--- src/csc_pkg.sv ---
package csc_pkg;

  localparam logic [7:0] ADDR_DETAILS_TWO = 8'h15;
  localparam logic [7:0] ADDR_CONFIG_ZERO = 8'h16;

  localparam int BIT_HOST_SEL = 7;
  localparam int BIT_CTRL_LSB = 4;
  localparam int BIT_ZONE_LSB = 4;
  localparam int BIT_FREQ_LSB = 1;
  localparam int BIT_CELL = 0;

  localparam logic HOST_SEL_RESET = 1'h0;
  localparam logic [2:0] CTRL_RESET = 3'h0;
  localparam logic [3:0] MODE_RESET = 4'h5;
  localparam logic [2:0] ZONE_RESET = 3'h2;
  localparam logic [1:0] FREQ_RESET = 2'h0;
  localparam logic CELL_RESET = 1'h0;

  localparam logic [3:0] STATE_PIN_MISMATCH = 4'h5;
  localparam logic [3:0] STATE_THERMAL = 4'hC;
  localparam logic [3:0] STATE_BATT_REMOVED = 4'hD;
  localparam logic [3:0] STATE_OFF = 4'h8;

  localparam logic [3:0] MODE_DCDC_ONLY = 4'h4;
  localparam logic [3:0] MODE_CHARGE_LO = 4'h5;
  localparam logic [3:0] MODE_CHARGE_HI = 4'h7;

  localparam logic [3:0] PINS_ALL_VALID = 4'hF;
  localparam logic [3:0] PINS_NONE_VALID = 4'h0;

  localparam int SYNC_W = 10;

  typedef enum logic [2:0] {
    CSC_ZONE_COLD = 3'h0,
    CSC_ZONE_COOL = 3'h1,
    CSC_ZONE_NORMAL = 3'h2,
    CSC_ZONE_WARM = 3'h3,
    CSC_ZONE_HOT = 3'h4,
    CSC_ZONE_REMOVED = 3'h5,
    CSC_ZONE_OFF = 3'h6,
    CSC_ZONE_RSVD = 3'h7
  } csc_zone_t;

  // Pin-side inputs, all asynchronous to clk
  typedef struct packed {
    logic [2:0] thermal_zone;
    logic [1:0] switch_freq;
    logic cell_count;
    logic [3:0] pin_valid;
  } csc_pins_t;

  typedef struct packed {
    logic [7:0] input_current_limit;
    logic [7:0] charge_current_setting;
    logic [7:0] charge_voltage_setting;
    logic [7:0] topoff_current_threshold;
  } csc_settings_t;

  typedef struct packed {
    logic wr;
    logic rd;
    logic [7:0] addr;
    logic [7:0] wdata;
  } csc_bus_req_t;

endpackage

--- src/csc_sync.sv ---
`timescale 1ns/1ps
module csc_sync #(
  parameter int W = 1
) (
  input wire logic clk,
  input wire logic rst_n,
  input wire logic [W-1:0] async_in,
  input wire logic [W-1:0] reset_val,
  output logic [W-1:0] sync_out
);

  logic [W-1:0] stage_reg;

  // One double-flop per bit; first stage feeds only the second
  genvar i;
  generate
    for (i = 0; i < W; i++)
    begin : g_bit
      always_ff @(posedge clk)
      begin
        if (!rst_n)
        begin
          // Both stages start at the documented idle levels, so no false status after reset
          stage_reg[i] <= reset_val[i];
          sync_out[i] <= reset_val[i];
        end
        else
        begin
          stage_reg[i] <= async_in[i];
          sync_out[i] <= stage_reg[i];
        end
      end
    end
  endgenerate

endmodule

--- src/csc_regs.sv ---
`timescale 1ns/1ps
module csc_regs (
  input wire logic clk,
  input wire logic rst_n,
  input wire csc_pkg::csc_bus_req_t bus_req,
  input wire csc_pkg::csc_pins_t pins,
  input wire csc_pkg::csc_settings_t pin_settings,
  input wire csc_pkg::csc_settings_t host_settings,
  input wire logic [3:0] core_state,
  output logic [7:0] reg_rdata,
  output logic reg_rvalid,
  output csc_pkg::csc_settings_t active_settings,
  output logic [3:0] charger_state_report,
  output logic charge_suspend,
  output logic charger_enable,
  output logic dcdc_enable,
  output logic host_config_select,
  output logic battery_switch_force_off,
  output logic input_standby_select,
  output logic watchdog_timer_enable
);

  typedef struct packed {
    logic host_sel;
    logic [2:0] ctrl;
    logic [3:0] mode;
    logic [7:0] rdata;
    logic rvalid;
    csc_pkg::csc_settings_t settings;
    logic [3:0] state;
    logic suspend;
    logic chg_en;
    logic dcdc_en;
  } csc_state_t;

  csc_state_t state_reg;
  csc_state_t state_next;
  csc_pkg::csc_pins_t pins_sync;
  logic [7:0] status_word;
  logic partial_pins;
  logic thermal_limit;

  // Pins are analog-side levels, so double-flop before use
  csc_sync #(
    .W(csc_pkg::SYNC_W)
  ) u_sync (
    .clk(clk),
    .rst_n(rst_n),
    .async_in(pins),
    .reset_val({csc_pkg::ZONE_RESET, csc_pkg::FREQ_RESET, csc_pkg::CELL_RESET,
      csc_pkg::PINS_ALL_VALID}),
    .sync_out(pins_sync)
  );

  always_comb
  begin
    status_word = 8'h00;
    status_word[csc_pkg::BIT_ZONE_LSB +: 3] = pins_sync.thermal_zone;
    status_word[csc_pkg::BIT_FREQ_LSB +: 2] = pins_sync.switch_freq;
    status_word[csc_pkg::BIT_CELL] = pins_sync.cell_count;
  end

  // Mismatch only when some, not all, pins are valid
  assign partial_pins = (pins_sync.pin_valid != csc_pkg::PINS_ALL_VALID) &&
    (pins_sync.pin_valid != csc_pkg::PINS_NONE_VALID);
  assign thermal_limit = (pins_sync.thermal_zone == csc_pkg::CSC_ZONE_COLD) ||
    (pins_sync.thermal_zone == csc_pkg::CSC_ZONE_COOL) ||
    (pins_sync.thermal_zone == csc_pkg::CSC_ZONE_WARM) ||
    (pins_sync.thermal_zone == csc_pkg::CSC_ZONE_HOT);

  always_comb
  begin
    state_next = state_reg;
    state_next.rvalid = 1'b0;
    if (bus_req.wr && bus_req.addr == csc_pkg::ADDR_CONFIG_ZERO)
    begin
      // Sticky: a zero write cannot leave host mode
      if (bus_req.wdata[csc_pkg::BIT_HOST_SEL])
      begin
        state_next.host_sel = 1'b1;
      end
      state_next.ctrl = bus_req.wdata[csc_pkg::BIT_CTRL_LSB +: 3];
      state_next.mode = bus_req.wdata[3:0];
    end
    if (bus_req.rd)
    begin
      state_next.rvalid = 1'b1;
      unique case (bus_req.addr)
        csc_pkg::ADDR_DETAILS_TWO: state_next.rdata = status_word;
        csc_pkg::ADDR_CONFIG_ZERO: state_next.rdata = {state_reg.host_sel, state_reg.ctrl,
          state_reg.mode};
        default: state_next.rdata = 8'h00;
      endcase
    end
    state_next.settings = state_reg.host_sel ? host_settings : pin_settings;
    state_next.suspend = partial_pins && !state_reg.host_sel;
    // Pin mismatch outranks thermal codes; only the mismatch sets charge_suspend
    if (state_next.suspend)
    begin
      state_next.state = csc_pkg::STATE_PIN_MISMATCH;
    end
    else if (thermal_limit)
    begin
      state_next.state = csc_pkg::STATE_THERMAL;
    end
    else if (pins_sync.thermal_zone == csc_pkg::CSC_ZONE_REMOVED)
    begin
      state_next.state = csc_pkg::STATE_BATT_REMOVED;
    end
    else if (!state_reg.chg_en)
    begin
      state_next.state = csc_pkg::STATE_OFF;
    end
    else
    begin
      state_next.state = core_state;
    end
    state_next.chg_en = (state_reg.mode >= csc_pkg::MODE_CHARGE_LO) &&
      (state_reg.mode <= csc_pkg::MODE_CHARGE_HI);
    state_next.dcdc_en = (state_reg.mode >= csc_pkg::MODE_DCDC_ONLY) &&
      (state_reg.mode <= csc_pkg::MODE_CHARGE_HI);
  end

  always_ff @(posedge clk)
  begin
    if (!rst_n)
    begin
      state_reg <= '0;
      state_reg.host_sel <= csc_pkg::HOST_SEL_RESET;
      state_reg.ctrl <= csc_pkg::CTRL_RESET;
      state_reg.mode <= csc_pkg::MODE_RESET;
      state_reg.state <= csc_pkg::STATE_OFF;
    end
    else
    begin
      state_reg <= state_next;
    end
  end

  assign reg_rdata = state_reg.rdata;
  assign reg_rvalid = state_reg.rvalid;
  assign active_settings = state_reg.settings;
  assign charger_state_report = state_reg.state;
  assign charge_suspend = state_reg.suspend;
  assign charger_enable = state_reg.chg_en;
  assign dcdc_enable = state_reg.dcdc_en;
  assign host_config_select = state_reg.host_sel;
  assign battery_switch_force_off = state_reg.ctrl[2];
  assign input_standby_select = state_reg.ctrl[1];
  assign watchdog_timer_enable = state_reg.ctrl[0];

  a_status_zone: assert property (@(posedge clk) disable iff (!rst_n)
    bus_req.rd && bus_req.addr == csc_pkg::ADDR_DETAILS_TWO |=>
    reg_rdata[6:4] == $past(pins_sync.thermal_zone))
    else $error("zone field wrong");
  a_thermal_state: assert property (@(posedge clk) disable iff (!rst_n)
    thermal_limit && !partial_pins |=> charger_state_report == csc_pkg::STATE_THERMAL)
    else $error("thermal state code missing");
  a_status_freq: assert property (@(posedge clk) disable iff (!rst_n)
    bus_req.rd && bus_req.addr == csc_pkg::ADDR_DETAILS_TWO |=>
    reg_rdata[2:1] == $past(pins_sync.switch_freq))
    else $error("freq field wrong");
  a_status_cell: assert property (@(posedge clk) disable iff (!rst_n)
    bus_req.rd && bus_req.addr == csc_pkg::ADDR_DETAILS_TWO |=>
    reg_rdata[0] == $past(pins_sync.cell_count))
    else $error("cell field wrong");
  a_pin_settings: assert property (@(posedge clk) disable iff (!rst_n)
    !host_config_select |=> active_settings == $past(pin_settings))
    else $error("pin settings not used");
  a_host_sticky: assert property (@(posedge clk) disable iff (!rst_n)
    host_config_select |=> host_config_select)
    else $error("host select dropped");
  a_host_set: assert property (@(posedge clk) disable iff (!rst_n)
    bus_req.wr && bus_req.addr == csc_pkg::ADDR_CONFIG_ZERO && bus_req.wdata[7]
    |=> host_config_select ##1 active_settings == $past(host_settings))
    else $error("host select not taken");
  a_suspend_clear: assert property (@(posedge clk) disable iff (!rst_n)
    host_config_select |=> !charge_suspend)
    else $error("suspension survives host mode");
  a_mismatch_code: assert property (@(posedge clk) disable iff (!rst_n)
    partial_pins && !host_config_select |=>
    charger_state_report == csc_pkg::STATE_PIN_MISMATCH)
    else $error("mismatch code missing");
  a_mode_decode: assert property (@(posedge clk) disable iff (!rst_n)
    state_reg.mode == csc_pkg::MODE_RESET && $stable(state_reg.mode) |=>
    charger_enable && dcdc_enable)
    else $error("mode 5 does not enable");
  a_reserved_zero: assert property (@(posedge clk) disable iff (!rst_n)
    bus_req.rd && bus_req.addr == csc_pkg::ADDR_DETAILS_TWO |=>
    reg_rdata[7] == 1'b0 && reg_rdata[3] == 1'b0)
    else $error("reserved status bits set");

endmodule

--- config.mk ---
export PLATFORM = sky130hd
export DESIGN_NAME = csc_regs
export DESIGN_NICKNAME = d
export VERILOG_FILES = /design/src/csc_pkg.sv /design/src/csc_sync.sv /design/src/csc_regs.sv
export SDC_FILE = /design/constraint.sdc
export NUM_CORES = 1
export LEC_CHECK = 0
export BUFFER_PORTS_ARGS = -buffer_cell sky130_fd_sc_hd__clkbuf_2
export CORE_ASPECT_RATIO = 1.1
export CORE_MARGIN = 2
export CORE_UTILIZATION = 45
export DETAILED_ROUTE_END_ITERATION = 6
export GPL_TIMING_DRIVEN = 0
export MAX_ROUTING_LAYER = met4
export PLACE_DENSITY = 0.78
export SYNTH_ARGS = -nofsm -noshare
export SYNTH_HDL_FRONTEND = slang
export SYNTH_SLANG_ARGS = --single-unit
export TNS_END_PERCENT = 100
--- constraint.sdc ---
create_clock -name clk -period 2.35 [get_ports clk]
set_clock_uncertainty 0.05 [all_clocks]
set_input_delay 0 -clock clk [delete_from_list [all_inputs] [get_ports clk]]
set_output_delay 0 -clock clk [all_outputs]
set_load 0.01 [all_outputs]
==> results.json <==
{
  "drt_wl_total_um": 9159,
  "gr-usage-all-layers_pct": 24.78,
  "critPathArrivalTime_ns": 2.53,
  "max-clock-path-buffers": 2,
  "seq_power_share_pct": 50.1,
  "leakage_uw": 0.002402,
  "grt_overflow_total": 0,
  "max_slew_margin_pct": 69.28,
  "cellPowerDensity_nw_per_um2": 532.8,
  "largest_register_ffs": 32,
  "coreArea_um2": 6927,
  "first_pass_iters": 4,
  "clkPwrFrac_pct": 34.0,
  "yosysMostFrequentCell": "dfxtp_1",
  "gp_congestion": 0.8498,
  "finalSetupViolCount": 0,
  "place_ws_ns": 0.9285,
  "synth_edf_count": 0,
  "tns_ns": 0,
  "cts_tree": "yes",
  "peakVddDrop_uv": 335.2,
  "switching_share_pct": 22.49,
  "synthTopCellsByCount": "76 x dfxtp_1, 44 x buf_4, 38 x mux2i_1",
  "worstHoldPathType": "input pin to flop",
  "numCtsBuffers": 9,
  "async_reset_ff_share_pct": 0,
  "path_clk_slew_ns": 0.07,
  "fin_area_um2": 5101,
  "ios": 150,
  "drive_above_1_share_pct": 38.28,
  "critical_path_class": "input pin to flop",
  "outcome": "finished, final reports clean",
  "grt_pass1_vias": 3164,
  "ys.warnings.count": 0,
  "cts_hold_buf": 91,
  "floorplan.rows": 32,
  "cp_max_fo": 6,
  "netlist_area_um2": 3166,
  "num_vias": 2995,
  "hold_viol": 0,
  "synth_cell_types": 30,
  "root_buffer": "clkbuf_8",
  "placed_cell_area_um2": 4013,
  "port_buffers": 148,
  "syn_nets": 402,
  "drtIter0Drc": 53,
  "netlist_instances": 304,
  "synth_area_per_cell_um2": 10.41,
  "worstMarginPinSlew_ns": 0.4609,
  "start_util_pct": 45.70,
  "period_needed_ns": 2.303,
  "nets": 652,
  "htreeDepth": 3,
  "start_kind": "input pin",
  "synthFlopType": "dfxtp_1",
  "p_comb_share_pct": 15.9,
  "worst_slack_ns": 0.04680,
  "wl_per_cell_um": 14.22,
  "switching_power_uw": 611.3,
  "yosys.area.top_type_share_pct": 48.06,
  "synth-seq-area-share_pct": 48.06,
  "vias_per_cell": 4.651,
  "die_area_um2": 7722,
  "antenna_found_initial": 0,
  "period_share_pct": 98.01,
  "ant_nets": 0,
  "dp_hpwl_um": 5132,
  "cts_resized": 0,
  "cts.sinks": 76,
  "synth_area_leaders": "dfxtp_1 48%, mux2i_1 12%, buf_4 10%, nor2b_1 6.5%, nand2b_1 3.8%",
  "die_w_um": 83.97,
  "holdWs_ns": 0.02445,
  "fmax_ghz": 0.4342,
  "grt_max_degree": 12,
  "antenna-diode-count": 0,
  "yosys.area.top_type": "dfxtp_1",
  "slew_viol_final": 0,
  "ys_ff_latch": 76,
  "crit_required_ns": 2.58,
  "worstSkewPairLatency_ns": 0.33,
  "drc": 0,
  "rsz0062_at_grt": "no",
  "syn2layout_area_growth_pct": 61.15,
  "postCtsSetupRepairBufs": 0,
  "internal-power_uw": 2107,
  "nFillCells": 499,
  "endpoint_kind": "flop",
  "maxCapViolations": 0,
  "die_h_um": 91.97,
  "grt_pass1_wl_um": 14480
}
==> path summary, 6_finish.rpt <==
kind / from / to / slack, ns / cells past startpoint
max: bus_req[14] / reg_rdata[7] / 0.05 / 7
min: core_state[0] / charger_state_report[0] / 0.02 / 4
max reg2reg: host_config_select / active_settings[25] / 0.41 / 5
min reg2reg: u_sync.stage_reg[2] / u_sync.sync_out[2] / 0.36 / 1
==> cell type report <==
| class | instances | area [um^2] | share of cell area, % |
|---|---|---|---|
| flip-flops and latches | 76 | 1521 | 29.83 |
| clock buffers | 14 | 142.6 | 2.796 |
| clock inverters | 2 | 35.03 | 0.6868 |
| inverters | 2 | 7.507 | 0.1472 |
| plain buffers | 62 | 412.9 | 8.094 |
| repair buffers | 239 | 1652 | 32.38 |
| multi-input cells | 164 | 1224 | 23.99 |
| well taps | 85 | 106.4 | 2.085 |
==> kinds of logic after synthesis <==
logic type | share of synthesized area, %
simple gates | 20.87
buf+inv | 13.28
flops | 48.06
mux | 12.02
compound gates | 5.771
==> power groups by stage <==
stage	Clock, uW	Combinational (uW)	Sequential [uW]
6_report	925	432	1360
5_1_grt	1010	466	1370
4_1_cts	947	419	1360
3_5_place_dp	0	305	1390
3_3_place_gp	0	299	1390
2_1_floorplan	0	161	1390
==> placed cells by master (no fill, tap or decap), types with 6 or more instances in the layout <==
cell / Yosys / final
buf_4: 44 / 44
mux2i_1: 38 / 38
clkbuf_8: 0 / 9
nand2_1: 13 / 13
a21boi_0: 8 / 8
dfxtp_1: 76 / 76
clkbuf_2: 1 / 149
o2111ai_1: 6 / 6
and3b_1: 10 / 10
dlygate4sd3_1: 0 / 91
nor2b_1: 33 / 33
clkbuf_1: 11 / 16
and2_1: 12 / 12
nand2b_1: 19 / 19
==> worst max-delay path, cell delays in order <==
cell and delay, ns:
dlygate4sd3_1 0.54, clkbuf_2 0.13, nor4b_4 0.38, dlygate4sd3_1 0.63, nand4_1 0.09, a21boi_0 0.19, dlygate4sd3_1 0.56
==> per-layer routing <==
metal	share of wire, %	vias to the layer above	global-route usage, %
met5	0	-	-
met4	3.0	0	12.90
met3	5.8	26	5.671
met2	55	127	46.67
met1	37	1369	23.22
li1	-	1473	-
==> per-stage QoR <==
stage	utilization [%]	power (uW)	instances
CTS	73.65	2725	644
global route	73.65	2845	644
global placement	57.93	1686	537
finish	73.65	2718	644
detailed placement	57.93	1694	537
floorplan	-	1547	304
No activity file was read; power rests on OpenSTA's default activity.
